File: src/logic/cioe_defs.vh
// Constants of the cyclic IO sync and event block: register offsets,
// event bit positions, reset values and timing counts.
// Assumes a 100 MHz core clock and a 16-bit byte address register port.
`ifndef CIOE_DEFS_VH
`define CIOE_DEFS_VH

// Register byte offsets
`define CIOE_ADDR_ACK        16'h0020
`define CIOE_ADDR_EVENT      16'h003c
`define CIOE_ADDR_MASK       16'h0040
`define CIOE_ADDR_PARAM_LEN  16'h0044
`define CIOE_ADDR_REC_PTR    16'h0048
`define CIOE_ADDR_LATCH_OFS  16'h004c
`define CIOE_ADDR_APPLY_OFS  16'h0050
`define CIOE_ADDR_RED_LEN    16'h0054
`define CIOE_ADDR_STROBE_LEN 16'h0058
`define CIOE_ADDR_CTRL       16'h005c
`define CIOE_ADDR_STATUS     16'h0060

// Event bit positions, shared by event, mask and acknowledge registers
`define CIOE_EV_RED       0
`define CIOE_EV_LATCH     1
`define CIOE_EV_APPLY     2
`define CIOE_EV_REC_OVF   3
`define CIOE_EV_SYNC_LOST 4
`define CIOE_EV_REC_DONE  5
`define CIOE_EV_REL1      7
`define CIOE_EV_REL0      8
`define CIOE_EV_USED      32'h000001bf

// Control and status bit positions
`define CIOE_CTRL_ISO_EN  0
`define CIOE_STAT_LOCKED  0

// Reset values
`define CIOE_RST_MASK       32'h00000000
`define CIOE_RST_PARAM_LEN  16'h0000
`define CIOE_RST_REC_PTR    16'h0000
`define CIOE_RST_LATCH_OFS  20'h00000
`define CIOE_RST_APPLY_OFS  20'h00000
`define CIOE_RST_RED_LEN    20'h00000
`define CIOE_RST_STROBE_LEN 20'h00001
`define CIOE_RST_CTRL       1'b0

// Parameter record header size in bytes
`define CIOE_REC_HDR_LEN 16'h0006

// Timing: clock period and permitted cycle start deviation
`define CIOE_CLK_PERIOD_NS 10
`define CIOE_MAX_DEV_NS    1000
`define CIOE_MAX_DEV_CYC   (`CIOE_MAX_DEV_NS / `CIOE_CLK_PERIOD_NS)

`endif

File: src/logic/cioe_core.v
// Cyclic IO event flags, isochronous timing strobes and parameter record
// writer, with a plain strobe register port toward the host.
// Assumes new-data, record and frame inputs come from logic on core_clk;
// only cycle_sync_pin is asynchronous.
// The host is expected never to read and write in the same cycle.
`timescale 1ns/1ns
`include "cioe_defs.vh"
module cioe_core
#(
  parameter CW = 20
)
(
  input  wire        core_clk,
  input  wire        rst,
  input  wire [15:0] reg_addr,
  input  wire [31:0] reg_wdata,
  input  wire        reg_wr,
  input  wire        reg_rd,
  output reg  [31:0] reg_rdata,
  output wire        irq,
  input  wire        rx_new_data_rel0,
  input  wire        rx_new_data_rel1,
  input  wire        rec_start,
  input  wire        rec_byte_valid,
  input  wire [7:0]  rec_byte,
  input  wire        rec_end,
  output reg         rec_mem_we,
  output reg  [15:0] rec_mem_addr,
  output reg  [7:0]  rec_mem_wdata,
  input  wire        cycle_sync_pin,
  output reg         input_latch_pin,
  output reg         output_apply_pin,
  output reg         input_valid_pin,
  output reg         output_valid_pin,
  output reg         red_phase,
  input  wire        frame_req,
  input  wire        frame_is_rtc3,
  output wire        frame_grant
);
  // Record writer states, one-hot
  localparam [1:0] REC_IDLE = 2'b01;
  localparam [1:0] REC_RUN  = 2'b10;

  // Host visible registers
  reg  [31:0]   event_flags;
  reg  [31:0]   irq_mask;
  reg  [15:0]   init_param_length;
  reg  [15:0]   init_record_pointer;
  reg  [CW-1:0] latch_ofs;
  reg  [CW-1:0] apply_ofs;
  reg  [CW-1:0] red_len;
  reg  [CW-1:0] strobe_len;
  reg           iso_en;

  // Record writer state
  reg  [1:0]    rec_state;
  reg  [15:0]   rec_count;

  // Cycle bookkeeping and sync edge detection
  reg           rel0_seen;
  reg           sync_prev;

  // Per-cycle flag set and acknowledge clear vectors
  reg  [31:0]   ev_set;
  reg  [31:0]   ev_clr;

  // Sync and phase tracking
  wire          sync_level;
  wire          sync_edge;
  wire          cycle_start;
  wire [CW-1:0] phase;
  wire          locked;
  wire          sync_lost;

  // Windows, acknowledge decode and record writer strobes
  wire          win_latch;
  wire          win_apply;
  wire          win_red;
  wire          ack_wr;
  wire          rec_ovf;
  wire          rec_write;
  wire [31:0]   status_word;

  //////////////////////////////////////////////////////////////////////////
  // Helpers

  // True while phase sits inside [start, start + len)
  function in_window;
    input [CW-1:0] ph;
    input [CW-1:0] start;
    input [CW-1:0] len;
    // Stop is one bit wider so start plus length cannot wrap
    reg   [CW:0]   stop;
    begin
      stop      = {1'b0, start} + {1'b0, len};
      in_window = ({1'b0, ph} >= {1'b0, start}) && ({1'b0, ph} < stop);
    end
  endfunction

  // Address match for a register write or read
  function hit;
    input [15:0] addr;
    input [15:0] target;
    begin
      hit = (addr == target);
    end
  endfunction

  //////////////////////////////////////////////////////////////////////////
  // Cycle sync input and phase tracking

  cioe_sync3 u_sync
  (
    .core_clk  (core_clk),
    .rst       (rst),
    .pin_in    (cycle_sync_pin),
    .level_out (sync_level)
  );

  // Rising edge of the filtered sync marks a new isochronous cycle
  always @(posedge core_clk or posedge rst)
  begin
    if (rst)
      sync_prev <= 1'b0;
    else
      sync_prev <= sync_level;
  end

  // sync_prev resets low like the idle pin, so reset gives no false edge
  assign sync_edge = sync_level & ~sync_prev;

  // The tolerance in cycles bounds how far a sync may drift and keep lock
  cioe_cycle_pll
  #(
    .CW      (CW),
    .MAX_DEV (`CIOE_MAX_DEV_CYC)
  )
  u_pll
  (
    .core_clk    (core_clk),
    .rst         (rst),
    .sync_edge   (sync_edge),
    .cycle_start (cycle_start),
    .phase       (phase),
    .locked      (locked),
    .sync_lost   (sync_lost)
  );

  //////////////////////////////////////////////////////////////////////////
  // Timing windows, all relative to the red phase start at phase zero

  // A window reaching past the cycle end is cut short by the next cycle start
  assign win_red   = iso_en & locked & in_window(phase, {CW{1'b0}}, red_len);
  assign win_latch = iso_en & locked & in_window(phase, latch_ofs, strobe_len);
  assign win_apply = iso_en & locked & in_window(phase, apply_ofs, strobe_len);

  // Registered pins; strobes are meant to feed host interrupt inputs directly
  always @(posedge core_clk or posedge rst)
  begin
    if (rst)
    begin
      red_phase        <= 1'b0;
      input_latch_pin  <= 1'b0;
      output_apply_pin <= 1'b0;
      input_valid_pin  <= 1'b0;
      output_valid_pin <= 1'b0;
    end
    else
    begin
      red_phase        <= win_red;
      input_latch_pin  <= win_latch;
      output_apply_pin <= win_apply;
      input_valid_pin  <= iso_en & locked;
      output_valid_pin <= iso_en & locked & rel0_seen;
    end
  end

  // Fresh relation zero output data seen within the current cycle; a new
  // cycle forgets it, so output_valid_pin never vouches for stale data
  always @(posedge core_clk or posedge rst)
  begin
    if (rst)
      rel0_seen <= 1'b0;
    else if (cycle_start)
      rel0_seen <= rx_new_data_rel0;
    else if (rx_new_data_rel0)
      rel0_seen <= 1'b1;
  end

  //////////////////////////////////////////////////////////////////////////
  // Frame forwarding gate; class 3 frames wait out the green phase so the
  // red phase stays deterministic
  assign frame_grant = frame_req & (red_phase ? frame_is_rtc3 : ~frame_is_rtc3);

  //////////////////////////////////////////////////////////////////////////
  // Parameter record writer

  // Bytes outside a transfer are ignored; a start is taken only in idle
  assign rec_write = (rec_state == REC_RUN) & rec_byte_valid;
  // The reserved space is the declared length; anything past it is dropped
  assign rec_ovf   = rec_write & (rec_count >= init_param_length);

  always @(posedge core_clk or posedge rst)
  begin
    if (rst)
    begin
      rec_state     <= REC_IDLE;
      rec_count     <= 16'h0000;
      rec_mem_we    <= 1'b0;
      rec_mem_addr  <= 16'h0000;
      rec_mem_wdata <= 8'h00;
    end
    else
    begin
      rec_mem_we <= 1'b0;
      case (rec_state)
        REC_IDLE:
        begin
          if (rec_start)
          begin
            rec_count <= 16'h0000;
            rec_state <= REC_RUN;
          end
        end
        REC_RUN:
        begin
          if (rec_write && !rec_ovf)
          begin
            rec_mem_we    <= 1'b1;
            rec_mem_addr  <= init_record_pointer + rec_count;
            rec_mem_wdata <= rec_byte;
            rec_count     <= rec_count + 16'h0001;
          end
          // An end in the same cycle as a byte still stores that byte
          if (rec_end)
            rec_state <= REC_IDLE;
        end
        default:
          rec_state <= REC_IDLE;
      endcase
    end
  end

  //////////////////////////////////////////////////////////////////////////
  // Event flags: arrival pulses set, acknowledge ones clear, set wins

  assign ack_wr = reg_wr & hit(reg_addr, `CIOE_ADDR_ACK);

  always @*
  begin
    ev_set = 32'h00000000;
    // Only arrival pulses feed the new-data bits, never a buffer switch
    ev_set[`CIOE_EV_REL0]      = rx_new_data_rel0;
    ev_set[`CIOE_EV_REL1]      = rx_new_data_rel1;
    ev_set[`CIOE_EV_RED]       = win_red & ~red_phase;
    // Strobe flags mark the rising edge of each window, not its length
    ev_set[`CIOE_EV_LATCH]     = win_latch & ~input_latch_pin;
    ev_set[`CIOE_EV_APPLY]     = win_apply & ~output_apply_pin;
    ev_set[`CIOE_EV_REC_OVF]   = rec_ovf;
    ev_set[`CIOE_EV_SYNC_LOST] = sync_lost;
    ev_set[`CIOE_EV_REC_DONE]  = (rec_state == REC_RUN) & rec_end;
    // Zero bits of the acknowledge word leave their flag alone
    ev_clr = ack_wr ? (reg_wdata & `CIOE_EV_USED) : 32'h00000000;
  end

  // Flags are sticky; further arrivals never clear them
  always @(posedge core_clk or posedge rst)
  begin
    if (rst)
      event_flags <= 32'h00000000;
    else
      event_flags <= ((event_flags & ~ev_clr) | ev_set) & `CIOE_EV_USED;
  end

  // Level interrupt, held while any unmasked flag stays set
  assign irq = |(event_flags & irq_mask);

  //////////////////////////////////////////////////////////////////////////
  // Writable registers

  always @(posedge core_clk or posedge rst)
  begin
    if (rst)
    begin
      irq_mask            <= `CIOE_RST_MASK;
      init_param_length   <= `CIOE_RST_PARAM_LEN;
      init_record_pointer <= `CIOE_RST_REC_PTR;
      latch_ofs           <= `CIOE_RST_LATCH_OFS;
      apply_ofs           <= `CIOE_RST_APPLY_OFS;
      red_len             <= `CIOE_RST_RED_LEN;
      strobe_len          <= `CIOE_RST_STROBE_LEN;
      iso_en              <= `CIOE_RST_CTRL;
    end
    else if (reg_wr)
    begin
      // Unmapped addresses and the read-only flags ignore writes
      if (hit(reg_addr, `CIOE_ADDR_MASK))
        irq_mask <= reg_wdata & `CIOE_EV_USED;
      // Host declares header plus payload bytes; the device trusts it
      if (hit(reg_addr, `CIOE_ADDR_PARAM_LEN))
        init_param_length <= reg_wdata[15:0];
      if (hit(reg_addr, `CIOE_ADDR_REC_PTR))
        init_record_pointer <= reg_wdata[15:0];
      if (hit(reg_addr, `CIOE_ADDR_LATCH_OFS))
        latch_ofs <= reg_wdata[CW-1:0];
      if (hit(reg_addr, `CIOE_ADDR_APPLY_OFS))
        apply_ofs <= reg_wdata[CW-1:0];
      if (hit(reg_addr, `CIOE_ADDR_RED_LEN))
        red_len <= reg_wdata[CW-1:0];
      if (hit(reg_addr, `CIOE_ADDR_STROBE_LEN))
        strobe_len <= reg_wdata[CW-1:0];
      if (hit(reg_addr, `CIOE_ADDR_CTRL))
        iso_en <= reg_wdata[`CIOE_CTRL_ISO_EN];
    end
  end

  //////////////////////////////////////////////////////////////////////////
  // Status word: lock in bit 0, the running phase above it
  assign status_word = {{(31-CW){1'b0}}, phase, locked};

  // Read data, valid only in the cycle after the read strobe;
  // unmapped and write-only addresses read as zero
  always @(posedge core_clk or posedge rst)
  begin
    if (rst)
      reg_rdata <= 32'h00000000;
    else if (!reg_rd)
      reg_rdata <= 32'h00000000;
    else
    begin
      case (reg_addr)
        `CIOE_ADDR_EVENT:      reg_rdata <= event_flags;
        `CIOE_ADDR_MASK:       reg_rdata <= irq_mask;
        `CIOE_ADDR_PARAM_LEN:  reg_rdata <= {16'h0000, init_param_length};
        `CIOE_ADDR_REC_PTR:    reg_rdata <= {16'h0000, init_record_pointer};
        `CIOE_ADDR_LATCH_OFS:  reg_rdata <= {{(32-CW){1'b0}}, latch_ofs};
        `CIOE_ADDR_APPLY_OFS:  reg_rdata <= {{(32-CW){1'b0}}, apply_ofs};
        `CIOE_ADDR_RED_LEN:    reg_rdata <= {{(32-CW){1'b0}}, red_len};
        `CIOE_ADDR_STROBE_LEN: reg_rdata <= {{(32-CW){1'b0}}, strobe_len};
        `CIOE_ADDR_CTRL:       reg_rdata <= {31'h00000000, iso_en};
        `CIOE_ADDR_STATUS:     reg_rdata <= status_word;
        default:               reg_rdata <= 32'h00000000;
      endcase
    end
  end
endmodule // cioe_core

File: src/logic/cioe_cycle_pll.v
// Cycle phase tracker locked to the cycle sync edge.
// Assumes sync_edge is a one-cycle pulse already in the core clock domain.
`timescale 1ns/1ns
module cioe_cycle_pll
#(
  parameter CW      = 20,
  parameter MAX_DEV = 100
)
(
  input  wire          core_clk,
  input  wire          rst,
  input  wire          sync_edge,
  output reg           cycle_start,
  output reg  [CW-1:0] phase,
  output reg           locked,
  output reg           sync_lost
);
  localparam [CW:0] DEV = MAX_DEV;

  reg [CW-1:0] period;
  reg          have_period;
  reg [CW-1:0] gap;
  wire [CW:0]  measured = {1'b0, gap} + {{CW{1'b0}}, 1'b1};
  wire [CW:0]  timeout  = {1'b0, period} + DEV;

  function [CW:0] abs_diff;
    input [CW:0] a;
    input [CW:0] b;
    begin
      abs_diff = (a > b) ? (a - b) : (b - a);
    end
  endfunction

  //////////////////////////////////////////////////////////////////////////
  // Realign on every sync; a missing sync past the tolerance drops lock
  always @(posedge core_clk or posedge rst)
  begin
    if (rst)
    begin
      phase       <= {CW{1'b0}};
      period      <= {CW{1'b0}};
      have_period <= 1'b0;
      gap         <= {CW{1'b0}};
      locked      <= 1'b0;
      sync_lost   <= 1'b0;
      cycle_start <= 1'b0;
    end
    else
    begin
      cycle_start <= 1'b0;
      sync_lost   <= 1'b0;
      if (sync_edge)
      begin
        phase       <= {CW{1'b0}};
        period      <= measured[CW-1:0];
        have_period <= 1'b1;
        cycle_start <= 1'b1;
        locked      <= have_period && (abs_diff(measured, {1'b0, period}) < DEV);
      end
      else if (have_period && ({1'b0, phase} == timeout))
      begin
        phase       <= {CW{1'b0}};
        cycle_start <= 1'b1;
        sync_lost   <= locked;
        locked      <= 1'b0;
      end
      else if (phase != {CW{1'b1}})
        phase <= phase + {{(CW-1){1'b0}}, 1'b1};
      // Count from the last real sync only: a flywheel restart of phase
      // would otherwise shorten the next measurement and block lock
      if (sync_edge)
        gap <= {CW{1'b0}};
      else if (gap != {CW{1'b1}})
        gap <= gap + {{(CW-1){1'b0}}, 1'b1};
    end
  end
endmodule // cioe_cycle_pll

File: src/logic/cioe_sync3.v
// Three-stage synchroniser for an input pin from outside the clock domain.
// The output level changes only once stages two and three agree.
`timescale 1ns/1ns
module cioe_sync3
(
  input  wire core_clk,
  input  wire rst,
  input  wire pin_in,
  output reg  level_out
);
  reg meta;
  reg stage2;
  reg stage3;

  //////////////////////////////////////////////////////////////////////////
  // First stage is read only by the second, never by any logic
  always @(posedge core_clk or posedge rst)
  begin
    if (rst)
    begin
      meta      <= 1'b0;
      stage2    <= 1'b0;
      stage3    <= 1'b0;
      level_out <= 1'b0;
    end
    else
    begin
      meta   <= pin_in;
      stage2 <= meta;
      stage3 <= stage2;
      if (stage2 == stage3)
        level_out <= stage3;
    end
  end
endmodule // cioe_sync3

File: config.mk
export PLATFORM = sky130hd
export DESIGN_NAME = cioe_core
export DESIGN_NICKNAME = d
export VERILOG_FILES = /design/src/logic/cioe_core.v /design/src/logic/cioe_cycle_pll.v /design/src/logic/cioe_sync3.v
export VERILOG_INCLUDE_DIRS = /design/src /design/src/logic
export SDC_FILE = /design/constraint.sdc
export NUM_CORES = 1
export LEC_CHECK = 0
export BUFFER_PORTS_ARGS = -buffer_cell sky130_fd_sc_hd__buf_4
export CAP_MARGIN = 20
export CORE_ASPECT_RATIO = 1.75
export CORE_MARGIN = 3
export CORE_UTILIZATION = 55
export DETAILED_ROUTE_END_ITERATION = 7
export PLACE_DENSITY = 0.74
export SETUP_SLACK_MARGIN = 0.1
export SLEW_MARGIN = 20
export SYNTH_ARGS = -nofsm -noshare
export SYNTH_HDL_FRONTEND = slang
export SYNTH_HIERARCHICAL = 1
export SYNTH_SLANG_ARGS = --single-unit
export TNS_END_PERCENT = 20
File: constraint.sdc
create_clock -name core_clk -period 18.73 [get_ports core_clk]
set_clock_uncertainty 0.1 [all_clocks]
set_input_delay 1.873 -clock core_clk [delete_from_list [all_inputs] [get_ports core_clk]]
set_output_delay 1.873 -clock core_clk [all_outputs]
set_load 0.005 [all_outputs]
== Word-level counts from Yosys, hierarchy flattened ==
Cells that the tools add are included.

* Bits of input ports: 68
* Bits in writable memories: 0
* Memories kept: 0
* Latch bits: 0
* Output and inout port bits: 64
* Bits in read-only memories: 0
* Word-level logic and storage cells: 143
* Flip-flop bits (word level): 279

* Divide/modulo/power cells: 0
* $mul: 0
* Shifts and indexed selects: 0
* Mux-type cells: 26
* Add/subtract/negate cells: 10
* Bitwise gates (word level): 23
* Equal/unequal tests: 20
* $lt $le $gt $ge: 8
* Reductions and logical operators: 23

{| class="wikitable"
|+ Operator list
! kind !! number
|-
| one-hot mux 21 bit (10 select lines) || 1
|-
| equality test 16 x 7 -> 1 bit, second input constant || 9
|-
| 2-to-1 mux 20 bit || 5
|-
| adder 20 x 20 -> 21 bit || 2
|-
| < comparator 20 x 21 -> 1 bit || 2
|-
| 2-to-1 mux 21 bit || 2
|-
| adder 20 x 1 -> 20 bit, second input constant || 2
|-
| >= comparator 20 bit || 2
|-
| != test 20 bit, second input constant || 2
|-
| equality test 16 x 6 -> 1 bit, second input constant || 2
|-
| 2-to-1 mux 16 bit || 2
|-
| one-hot mux 16 bit (2 select lines) || 1
|-
| OR reduction 32 bit || 1
|-
| adder 20 x 1 -> 21 bit, second input constant || 1
|-
| adder 20 x 7 -> 21 bit, second input constant || 1
|-
| equality test 20 x 21 -> 1 bit || 1
|-
| > comparator 21 x 20 -> 1 bit || 1
|-
| < comparator 21 x 7 -> 1 bit, second input constant || 1
|-
| subtractor 20 x 21 -> 21 bit || 1
|-
| subtractor 21 x 20 -> 21 bit || 1
|-
| < comparator 20 bit || 1
|-
| AND reduction 2 bit || 10
|-
| AND 9 bit || 2
|-
| adder 16 x 1 -> 16 bit, second input constant || 1
|-
| other kinds (20) || 56
|}

== Logic depth before layout (Yosys ltp) ==
Gate-level depths: netlist of run 1.

* Depth after elaboration: 7
* Mapped depth: 21
* Mapped depth without buffers: 18

== Modules after synthesis ==
The synthesis of run 1 kept the hierarchy.

{| class="wikitable"
|+ Modules (own cells, without submodules)
! module !! times used !! area an instance (um2) !! cells each
|-
| cioe_core || 1 || 13485.4 || 1373
|-
| cioe_cycle_pll || 1 || 5634.2 || 683
|-
| cioe_sync3 || 1 || 115.1 || 6
|}

== Worst setup path after synthesis of run 1 ==
OpenSTA, ideal clock, no wires.

* Kind: flip-flop to flip-flop
* Start: register u_pll.gap[0]
* End: register u_pll.locked
* Buffers on the path: 2
* Period minus slack after synthesis: 4.895 ns
* Library setup time: 0.096 ns
* Data arrival time: 4.699 ns
* Data required time: 18.534 ns
* Cell stages (with the launch flop): 21
* Path slack: 13.835 ns
* Cell sequence: dfrtp_1 -> ha_1 -> nand3_4 -> nor3_4 -> nand3_1 -> xor2_1 -> inv_1 -> ha_1 -> buf_6 -> a211oi_2 -> nor2_1 -> o221ai_1 -> nor4b_2 -> o21a_1 -> buf_4 -> mux2i_1 -> xnor2_1 -> o2111ai_1 -> or4_1 -> or4_1 -> o32ai_2

* Cells in the longest elaborated chain, start to end: 6

{| class="wikitable"
|+ RTL lines
! element !! RTL line !! RTL
|-
| from (decl) || cioe_cycle_pll.v:22 || <nowiki>reg [CW-1:0] gap;</nowiki>
|-
| from (signal assigned) || cioe_cycle_pll.v:43 || <nowiki>gap <= {CW{1'b0}};</nowiki>
|-
| from (signal assigned) || cioe_cycle_pll.v:72 || <nowiki>gap <= {CW{1'b0}};</nowiki>
|-
| from (signal assigned) || cioe_cycle_pll.v:74 || <nowiki>gap <= gap + {{(CW-1){1'b0}}, 1'b1};</nowiki>
|-
| adder 20 x 1 -> 21 bit (*) || cioe_cycle_pll.v:23 || <nowiki>wire [CW:0] measured = {1'b0, gap} + {{CW{1'b0}}, 1'b1};</nowiki>
|-
| subtractor 20 x 21 -> 21 bit (tied with other cells) || cioe_cycle_pll.v:30 || <nowiki>abs_diff = (a > b) ? (a - b) : (b - a);</nowiki>
|-
| 2-to-1 mux 21 bit (*) || cioe_cycle_pll.v:30 ||
|-
| < comparator 21 x 7 -> 1 bit (*) || cioe_cycle_pll.v:58 || <nowiki>locked <= have_period && (abs_diff(measured, {1'b0, period}) < DEV);</nowiki>
|-
| logical AND 1 bit (*) || cioe_cycle_pll.v:58 ||
|-
| 2-to-1 mux 1 bit (*) || cioe_cycle_pll.v:52 || <nowiki>if (sync_edge)</nowiki>
|-
| to (signal assigned) || cioe_cycle_pll.v:58 ||
|-
| to (decl) || cioe_cycle_pll.v:15 || <nowiki>output reg locked,</nowiki>
|}

Every way passes the cells marked *; elsewhere a longest branch is shown, timed or not.
A chain may end at the register's enable or synchronous reset.

== Final worst setup path of run 1 ==
* Start: register u_pll.gap[0]
* End: register u_pll.locked

* Cells in the longest elaborated chain, start to end: 6

{| class="wikitable"
|+ RTL lines
! element !! RTL line
|-
| adder 20 x 1 -> 21 bit (*) || cioe_cycle_pll.v:23
|-
| named net u_pll.measured[15] || cioe_cycle_pll.v:23
|-
| subtractor 20 x 21 -> 21 bit (tied with other cells) || cioe_cycle_pll.v:30
|-
| 2-to-1 mux 21 bit (*) || cioe_cycle_pll.v:30
|-
| < comparator 21 x 7 -> 1 bit (*) || cioe_cycle_pll.v:58
|-
| logical AND 1 bit (*) || cioe_cycle_pll.v:58
|-
| 2-to-1 mux 1 bit (*) || cioe_cycle_pll.v:52
|}

Mark *: on every way through the listed nets, which the timed path passes. The rest lies on a longest branch.

==> results of run 1 <==
==> area by class of cell <==
cell class	count	share of cell area
multi-input cells	1560	0.5448
flip-flops and latches	268	0.3164
repair buffers	126	0.04461
inverters	159	0.02850
clock inverters	4	0.003482
well taps	460	0.02715
clock buffers	40	0.03499
==> metal layers <==
metal	up-vias	wire length (um)	global-route usage
li1	7649	-	-
met1	7945	19860	0.3143
met2	667	30510	0.5747
met3	263	3358	0.03993
met4	0	5620	0.2418
met5	-	0	0
==> placed cells by master (no fill, tap or decap), drive strengths merged, types with 25 or more instances in the layout <==
cell type,count
nor3,37
a21oi,143
nand3,51
nand4,36
a22oi,50
clkbuf,40
a21o,46
ha,207
dfrtp,266
nand2,176
inv,160
mux2,89
o21ai,118
buf,126
xor2,60
a31oi,25
nor2,125
xnor2,57
==> worst max-delay path, stage by stage, from the launching register on <==
cell       delay (ns)
dfrtp_1          0.49
nand4_2          0.26
nor3_1           0.67
nand4_1          0.20
xor2_1           0.41
inv_1            0.09
ha_1             0.39
o21ai_0          0.19
nor2_1           0.08
o221ai_1         0.36
nor4b_2          0.43
o21a_1           0.75
mux2i_1          0.38
xnor2_1          0.18
o2111ai_1        0.17
or4_1            0.51
or4_1            0.57
o32ai_2          0.27
==> worst max path at each step <==
stage / endpoint / slack, ns / depth (start not counted)
2_1_floorplan: apply_ofs[0]$_DFFE_PP0P_ / 11.31 / 1
3_3_place_gp: u_pll/locked$_DFFE_PP0P_ / 12.19 / 17
3_5_place_dp: u_pll/locked$_DFFE_PP0P_ / 12.16 / 17
4_1_cts: u_pll/locked$_DFFE_PP0P_ / 12.09 / 17
5_1_grt: u_pll/locked$_DFFE_PP0P_ / 11.86 / 17
6_report: u_pll/locked$_DFFE_PP0P_ / 12.12 / 17
==> logic make-up after synthesis <==
group / share of synthesized area
AOI/OAI and AO/OA: 0.1947
and+or+nand+nor: 0.1460
adders and majority gates: 0.1384
xor gates and xnor gates: 0.05367
buffers and inverters: 0.05575
other: 0.0001950
muxes: 0.06251
DFF: 0.3488
==> state kept, by name, indices dropped and copies added (netlist names), 2 cells and up <==
| register | cells |
|---|---|
| init_record_pointer | 16 |
| irq_mask | 8 |
| strobe_len | 20 |
| reg_rdata | 21 |
| rec_count | 16 |
| init_param_length | 16 |
| rec_state | 2 |
| u_pll/gap | 20 |
| latch_ofs | 20 |
| u_pll/phase | 20 |
| red_len | 20 |
| rec_mem_addr | 16 |
| apply_ofs | 20 |
| u_pll/period | 20 |
| event_flags | 8 |
| rec_mem_wdata | 8 |
==> through the flow <==
stage / instance area [um^2] / hold WS, ns / std cells / total power, mW / utilization
2_1_floorplan: 19270 / 0.2312 / 2072 / 0.9648 / -
3_3_place_gp: 20370 / 0.2412 / 2573 / 1.089 / 0.5912
3_5_place_dp: 20380 / 0.2347 / 2573 / 1.101 / 0.5913
4_1_cts: 21190 / 0.2510 / 2617 / 1.623 / 0.6150
5_1_grt: 21200 / 0.2599 / 2617 / 1.697 / 0.6153
6_report: 21200 / 0.2533 / 2617 / 1.618 / 0.6153
==> power groups by stage <==
stage	Sequential (mW)	Combinational, mW	Clock, mW
global route	0.674	0.471	0.552
floorplan	0.659	0.306	0
detailed placement	0.680	0.421	0
finish	0.670	0.425	0.523
CTS	0.669	0.423	0.530
global placement	0.678	0.411	0
==> impl_metrics.ini, run 1 <==
[status]
outcome = complete, but fails checks
violations = design-rule violations

[min_path]
worstHoldPathCells = 0
min_to = u_sync/stage2$_DFF_PP0_
hold_path.startpoint = u_sync/meta$_DFF_PP0_
hold_class = reg -> reg

[clock_tree]
clkTransAtPathRegs_ns = 0.07
cts-resized-gates = 0
worstSkewPairLatency_ns = 0.55
htreeDepth = 1
ctsHoldBuffers = 0
cts-root-buf = clkbuf_16
clock_path_buffers = 3
cts.sinks = 268
cts_tree = built
post_cts_buffers = 0
cts_buffers = 25

[critical_path]
startpoint = u_pll/gap[0]$_DFFE_PP0P_
worstPathMaxFanout = 17
cp-start-kind = flop
crit_type = reg -> reg
reg2reg_depth = 17
arrival_ns = 6.96
reg2reg_from = u_pll/gap[0]$_DFFE_PP0P_
endpoint_kind = flop
worstPathRequired_ns = 19.08
reg2reg_slack_ns = 12.12
timing.rr.end = u_pll/locked$_DFFE_PP0P_

[global_routing]
antenna_found_initial = 0
grt_max_degree = 127
grt_pass1_vias = 16770
grt_pass1_wl_um = 90920
grt-ovfl-total = 0
track_usage = 0.3117

[pwr]
netSwitchingPower_uw = 532.5
power_density_mw_per_mm2 = 76.33
combPwrFrac = 0.263
peakVddDrop_uv = 54.07
p_int_mw = 1.086
pwr-share-seq = 0.414
clockPowerShare = 0.323
leakagePower_nw = 10.41
switching_share = 0.3290

[floorplan]
start_util = 0.5582
core_area_mm2 = 0.03446
io_pins = 132
die_area_mm2 = 0.03734
die_height_um = 253.4
rows = 90
fp.dieW_um = 147.4

[job]
cap_violations = 0

[route]
drt_wl_total_um = 59350
drt_drc_violations_left = 1
vias = 16520
viasPerCell = 6.314
wl_per_cell_um = 22.68
ant_nets = 0
firstDrtPassIters = 8
drtIter0Drc = 1371

[placement]
place_ws_ns = 12.16
hpwl_um = 45340
place_congestion = 0.9585
port-buffer-count = 108

[synth]
yosys-top-cells-count = dfrtp_1 (266), ha_1 (207), nand2_1 (173), inv_1 (158), a21oi_1 (141)
yosysWarnings = 6
synth_most_common_cell = dfrtp_1
seq_area_frac_synth = 0.3488
netlist_top_cells_area = dfrtp_1 (35%), ha_1 (13%), a21oi_1 (3.7%), mux2_2 (3.5%), nand2_1 (3.4%)
synth_seq_cells = 268
synthFlopType = dfrtp_1
synth_edf_count = 0
syn_inst = 2062
synthArstFlopShare = 1.000
synth_top_cell_by_area = dfrtp_1
yosysUniqueCellTypes = 108
synth_area_mm2 = 0.01923
syn_area_per_cell_um2 = 9.328
synth_top_area_share = 0.3461

[sta]
drv_slew = 0
fin_crit_sh = 0.3531
grt_setup_unrepaired = false
fmax_ghz = 0.1512
layout_setup_ws_ns = 12.12
max_slew_margin = 0.2658
tns_ns = 0
worstMarginPinSlew_ns = 1.100
fin_crit_ns = 6.613
final-setup-viol-count = 0
hold_viol_final = 0

[cells_and_area]
antenna_cells = 0
final-seq-area_mm2 = 0.006709
num-fill-cells = 2968
syn_to_final_growth_pct = 10.23
layout-drive-gt1-share = 0.1340
multi_input_area_mm2 = 0.01155
nets = 2418
Power figures use the tool's default switching activity.
==> run 2, diff against run 1 <==
- ABC_AREA: unset -> 1
- PLACE_DENSITY: 0.74 -> 0.76
- clock period: 18.73 -> 5.7 ns (I/O delays scaled with it)
==> run 2 against run 1 <==
Compared with the run above:
- combinational power increased to 7.9 times the previous value
- highest routed layer is now met5
- hold slack worse by 0.16 ns
- global-route usage grew 5.2 points
- worst setup slack got worse by 12 ns
- area after synthesis up 10%
- via count up 26%
- sequential share of layout area decreased by 2.9 points
- the flow now finishes without violations
- first-iteration DRC count grew 15%
- die area grew 9.8%
- design area is 10% higher
- critical path type unchanged
==> impl_metrics.ini, run 2 <==
[status]
outcome = completed

[critical_path]
max_stage_delay_ns = 0.68
crit_path_frequent_cell = nand2_1
endpoint_kind = flop
worstPathRequired_ns = 6.10
arrival_ns = 5.49
crit_type = reg -> reg
cp-start-kind = flop
worstPathMaxFanout = 14
crit_chain = ha_1, nand2_1, nor2_2, nand3_1, nor2_1, xor2_1, ha_1, nand2_2, nor2_2, nand2_1, nor3_2, nand3_2, nand2_4, buf_4, buf_4, nand2_1, inv_1, nand2_1, nand3_1, nand3_1, nor3_1, nand3_1, nand2_1
cp_slowest_cell = nor3_2

[floorplan]
die_area_mm2 = 0.04099
io_pins = 132
rows = 94
core_area_mm2 = 0.03775
start_util = 0.5609
fp.dieW_um = 154.3
die_height_um = 265.6

[route]
vias = 20900
ant_nets = 0
drt_drc_violations_left = 0
drt_wl_total_um = 75600
firstDrtPassIters = 6
drtIter0Drc = 1574
viasPerCell = 5.811
wl_per_cell_um = 21.02

[placement]
post_dp_cell_area_mm2 = 0.02241
place_congestion = 0.9980
port-buffer-count = 108
hpwl_um = 60820

[clock_tree]
cts.sinks = 268
cts-root-buf = clkbuf_16
clkTransAtPathRegs_ns = 0.07
htreeDepth = 1
cts_buffers = 27
worstSkewPairLatency_ns = 0.56
cts_tree = built
clock_path_buffers = 3

[synth]
synth_top_cell_by_area = dfrtp_1
synthFlopType = dfrtp_1
seq_area_frac_synth = 0.3168
synth_edf_count = 0
syn_inst = 2996
yosys-top-cells-count = nand2_1 (789), inv_1 (413), dfrtp_1 (266), nor2_1 (230), o21ai_0 (229)
synthArstFlopShare = 1.000
yosysWarnings = 6
synth_seq_cells = 268
netlist_top_cells_area = dfrtp_1 (31%), nand2_1 (14%), ha_1 (12%), inv_1 (7.3%), o21ai_0 (5.4%)
syn_area_per_cell_um2 = 7.069
synth_area_mm2 = 0.02118
yosysUniqueCellTypes = 59
synth_most_common_cell = nand2_1
synth_top_area_share = 0.3143

[sta]
worstMarginPinSlew_ns = 1.069
fin_crit_sh = 0.8924
fin_crit_ns = 5.087
final-setup-viol-count = 0
timing.hold.ws_ns = 0.08893
fmax_ghz = 0.1966
tns_ns = 0
max_slew_margin = 0.2805
hold_viol_final = 0
grt_setup_unrepaired = false
drv_slew = 0

[pwr]
leakagePower_nw = 12.17
power_density_mw_per_mm2 = 313.1
clockPowerShare = 0.256
power_mw = 7.319
netSwitchingPower_mw = 3.214
peakVddDrop_uv = 358.4
combPwrFrac = 0.460
p_int_mw = 4.105
pwr-share-seq = 0.283
switching_share = 0.4392

[cells_and_area]
final_common_cell = nand2_1
layout_common_cells = nand2_1 (789), inv_1 (411), dfrtp_1 (266)
largest_register_ffs = 21
final_area_mm2 = 0.02337
antenna_cells = 0
syn_to_final_growth_pct = 10.37
nets = 3374
regMostFlops = reg_rdata
layout-drive-gt1-share = 0.08344
final_util = 0.6191

[global_routing]
grt_pass1_wl_um = 115600
grt-ovfl-total = 0
track_usage = 0.3638
grt_max_degree = 156
grt_pass1_vias = 21580
antenna_found_initial = 1

[job]
cap_violations = 0

[min_path]
hold_class = in -> reg
[run 2: cell count changes in the layout (fill, tap and decap cells not counted), sizes merged, moves of 36 or more]
cell,before,now
o21ai,118,265
a22oi,50,1
inv,160,428
mux2,89,0
a21o,46,10
nand2,176,799
nand3,51,181
nor2,125,255
[run 2: kinds of logic (layout without fill, tap and decap cells)]
| family | after synthesis | after routing | share of synthesized area |
|---|---|---|---|
| simple gates | 1381 | 1381 | 0.2825 |
| other cells | 1 | 11 | 0.0001771 |
| xor+xnor | 112 | 112 | 0.04632 |
| compound gates | 522 | 522 | 0.1333 |
| buf+inv | 502 | 612 | 0.09583 |
| flops | 268 | 268 | 0.3168 |
| fa+ha+maj | 210 | 210 | 0.1251 |
[run 2: worst max-delay path: cells and delay by family, from the launching register on]
| family | cells | cell delay [ns] |
|---|---|---|
| adder cells (fa/ha/maj) | 2 | 0.55 |
| XOR/XNOR | 1 | 0.27 |
| flip-flops | 1 | 0.40 |
| AND/OR/NAND/NOR | 17 | 3.18 |
| buffers and inverters | 3 | 0.50 |
[run 2: worst paths after layout]
path,slack [ns],depth (start not counted),to,startpoint
max,0.61,23,u_pll/locked$_DFFE_PP0P_,u_pll/gap[0]$_DFFE_PP0P_
min,0.09,3,event_flags[7]$_DFF_PP0_,rx_new_data_rel1
max reg2reg,0.61,23,u_pll/locked$_DFFE_PP0P_,u_pll/gap[0]$_DFFE_PP0P_
min reg2reg,0.27,0,u_sync/stage2$_DFF_PP0_,u_sync/meta$_DFF_PP0_
max in group asynchronous,3.62,5,rec_state[0]$_DFFE_PP1P_,rst
min in group asynchronous,0.38,3,u_sync/meta$_DFF_PP0_,rst
[run 2: power groups by stage]
stage	registers [mW]	logic [mW]	clock network, mW
detailed placement	2.11	3.26	0
CTS	2.07	3.28	1.91
global route	2.08	3.67	1.97
global placement	2.10	3.24	0
finish	2.07	3.37	1.88
floorplan	2.07	2.11	0
[run 2: per-stage QoR]
stage               std cells  worst slack [ns]
global placement         3544            0.9242
CTS                      3595            0.8290
detailed placement       3544            0.8765
finish                   3596            0.6134
floorplan                3006             2.111
global route             3596            0.3922
[run 2: layout make-up]
cell class / instances / area, um^2
Fill cell: 3533 / 14380
Sequential cell: 268 / 6709
Multi-Input combinational cell: 2236 / 12500
Inverter: 427 / 1609
Tap cell: 480 / 600.6
Clock inverter: 16 / 183.9
Timing Repair Buffer: 136 / 1039
Clock buffer: 33 / 738.2
[run 2: repair_timing]
item,4_1_cts,5_1_grt
setup buffers,0,0
hold buffers,2,0
endpoints found under the hold margin,25,0
setup endpoints to repair,0,0
gates resized for setup,0,0
[run 2: routing by layer]
metal | vias to the layer above | part of all wire | GRT usage
li1 | 9983 | - | -
met1 | 9684 | 0.30 | 0.3082
met2 | 808 | 0.53 | 0.6941
met3 | 418 | 0.049 | 0.05616
met4 | 2 | 0.12 | 0.3476
met5 | - | 0.00017 | 0
==> run 3, diff against run 2 <==
--- a/config.mk
+++ b/config.mk
@@ -12,3 +12,2 @@
 export CORE_ASPECT_RATIO = 1.75
-export CORE_MARGIN = 3
 export CORE_UTILIZATION = 55
==> constraint.sdc (replaced) <==
create_clock -name core_clk -period 4.23 [get_ports core_clk]
set_clock_uncertainty 0.1 [all_clocks]
set_input_delay 0.423 -clock core_clk [delete_from_list [all_inputs] [get_ports core_clk]]
set_output_delay 0.423 -clock core_clk [all_outputs]
set_load 0.1 [all_outputs]
==> run 3 against run 2 <==
Compared with the run above:
- hold slack got worse by 0.076 ns
- first-iteration DRC count shrank 0.38%
- non-clock buffer count increased by 124
- critical path depth is 3 higher
- routed wire length increased by 4.7%
- die area decreased by 4.1%
- worst setup slack worse by 0.39 ns
- global-route usage grew 4.6 points
- final cell count up 3.4%
- via count is 4.8% higher
- largest cell class unchanged
==> impl_metrics.ini, run 3 (synthesis results as in run 2) <==
[job]
cap_violations = 0

[sta]
timing.hold.ws_ns = 0.01257
max_slew_margin = 0.3021
final-setup-viol-count = 0
worstMarginPinSlew_ns = 1.044
drv_slew = 0
hold_viol_final = 0
fin_crit_ns = 4.009
fin_crit_sh = 0.9478
grt_setup_unrepaired = true
fmax_ghz = 0.2494
layout_setup_ws_ns = 0.2206

[floorplan]
core_area_mm2 = 0.03775
die_area_mm2 = 0.03933
fp.dieW_um = 150.3
io_pins = 132
die_height_um = 261.6
start_util = 0.5609
rows = 94

[clock_tree]
cts_buffers = 25
worstSkewPairLatency_ns = 0.56
cts.sinks = 268
htreeDepth = 1
cts_tree = built
clock_path_buffers = 3
clkTransAtPathRegs_ns = 0.07
cts-root-buf = clkbuf_16

[critical_path]
arrival_ns = 4.40
reg2reg_depth = 26
endpoint_kind = flop
cpLargestDelayFamily = simple AND/OR/NAND/NOR gates
worstPathMaxFanout = 5
reg2reg_from = u_pll/gap[0]$_DFFE_PP0P_
cp_slowest_cell = dfrtp_1
cp-start-kind = flop
critPathBufInv = 6
max_stage_delay_ns = 0.34
crit_path_frequent_cell = nand2_1
crit_type = reg -> reg
reg2reg_slack_ns = 0.22
worstPathRequired_ns = 4.62
timing.rr.end = u_pll/locked$_DFFE_PP0P_

[route]
ant_nets = 0
wl_per_cell_um = 21.29
viasPerCell = 5.886
drtIter0Drc = 1568
vias = 21900
drt_wl_total_um = 79190
drt_drc_violations_left = 0
firstDrtPassIters = 6

[min_path]
hold_path.startpoint = rec_end
hold_class = in -> reg
worstHoldPathCells = 2
min_to = rec_state[1]$_DFFE_PP0P_

[global_routing]
track_usage = 0.4101
grt_max_degree = 89
antenna_found_initial = 3
grt-ovfl-total = 0
grt_pass1_vias = 21950
grt_pass1_wl_um = 119700

[cells_and_area]
nets = 3496
layout_common_cells = nand2_1 (775), inv_1 (410), dfrtp_1 (266)
final_common_cell = nand2_1
final_area_mm2 = 0.02466
syn_to_final_growth_pct = 16.44
regMostFlops = reg_rdata
largest_register_ffs = 21
layout-drive-gt1-share = 0.1285

[pwr]
peakVddDrop_uv = 571.4
power_density_mw_per_mm2 = 456.7
leakagePower_nw = 12.82

[placement]
place_congestion = 1.035
port-buffer-count = 108
place_ws_ns = 0.04094
post_dp_cell_area_mm2 = 0.02325
hpwl_um = 61880

[status]
outcome = completed
run 3: cell types whose count changed in the layout (fill, tap and decap cells not counted), sizes merged:
cell | previous run | this run
buf | 134 | 247
dlygate4sd3 | 2 | 13
diode | 0 | 3
inv | 428 | 426
clkbuf | 33 | 32
run 3: worst register-to-register path, delay by kind of cell (launching register included):
| kind | cells | cell delay, ns |
|---|---|---|
| AND/OR/NAND/NOR | 16 | 1.74 |
| buffers and inverters | 6 | 0.90 |
| adder cells (fa/ha/maj) | 2 | 0.47 |
| AO/OA/AOI/OAI | 2 | 0.40 |
| flip-flops | 1 | 0.34 |
run 3: layer usage:
layer  global-route usage  wire, um
met1               0.3562     23910
met2               0.7442     40970
met3              0.08659      4618
met4               0.4256      9701
met5                    0         0
run 3: layout make-up:
class / instances / area (um^2)
inverter: 427 / 1619
sequential: 268 / 6709
fill: 3385 / 13100
timing repair buffer: 260 / 2057
clock inverter: 14 / 172.7
clock buffer: 32 / 701.9
antenna: 3 / 7.507
tap: 480 / 600.6
multi-input combinational: 2236 / 12790
run 3: worst max path at each step:
stage,start,to,depth (start not counted)
floorplan,u_pll/gap[0]$_DFFE_PP0P_,u_pll/locked$_DFFE_PP0P_,23
global placement,u_pll/gap[0]$_DFFE_PP0P_,u_pll/locked$_DFFE_PP0P_,26
detailed placement,u_pll/gap[1]$_DFFE_PP0P_,u_pll/locked$_DFFE_PP0P_,26
CTS,u_pll/gap[1]$_DFFE_PP0P_,u_pll/locked$_DFFE_PP0P_,26
global route,u_pll/gap[1]$_DFFE_PP0P_,u_pll/locked$_DFFE_PP0P_,25
finish,u_pll/gap[0]$_DFFE_PP0P_,u_pll/locked$_DFFE_PP0P_,26
run 3: metrics by stage:
step                setup TNS (ns)  power [mW]    util  instances
floorplan                        0       5.821       -       3006
global placement                 0       8.010  0.6158       3651
detailed placement               0       8.057  0.6158       3651
CTS                              0       10.50  0.6426       3710
global route              -0.01283       11.85  0.6529       3717
finish                           0       11.26  0.6531       3720
run 3: where the power goes:
| part | internal, mW | total [mW] | switching [mW] |
|---|---|---|---|
| registers | 2.65 | 2.79 | 0.140 |
| clock network | 1.37 | 2.45 | 1.08 |
| logic | 2.07 | 6.02 | 3.95 |
| total | 6.10 | 11.3 | 5.17 |
run 3: what timing repair did:
| item | in CTS | in global routing |
|---|---|---|
| endpoints found under the hold margin | 75 | 0 |
| hold buffers | 13 | 0 |
| setup buffers | 0 | 7 |
| pin swaps | 0 | 28 |
| setup endpoints to repair | 1 | 2 |
| resized for setup | 2 | 72 |
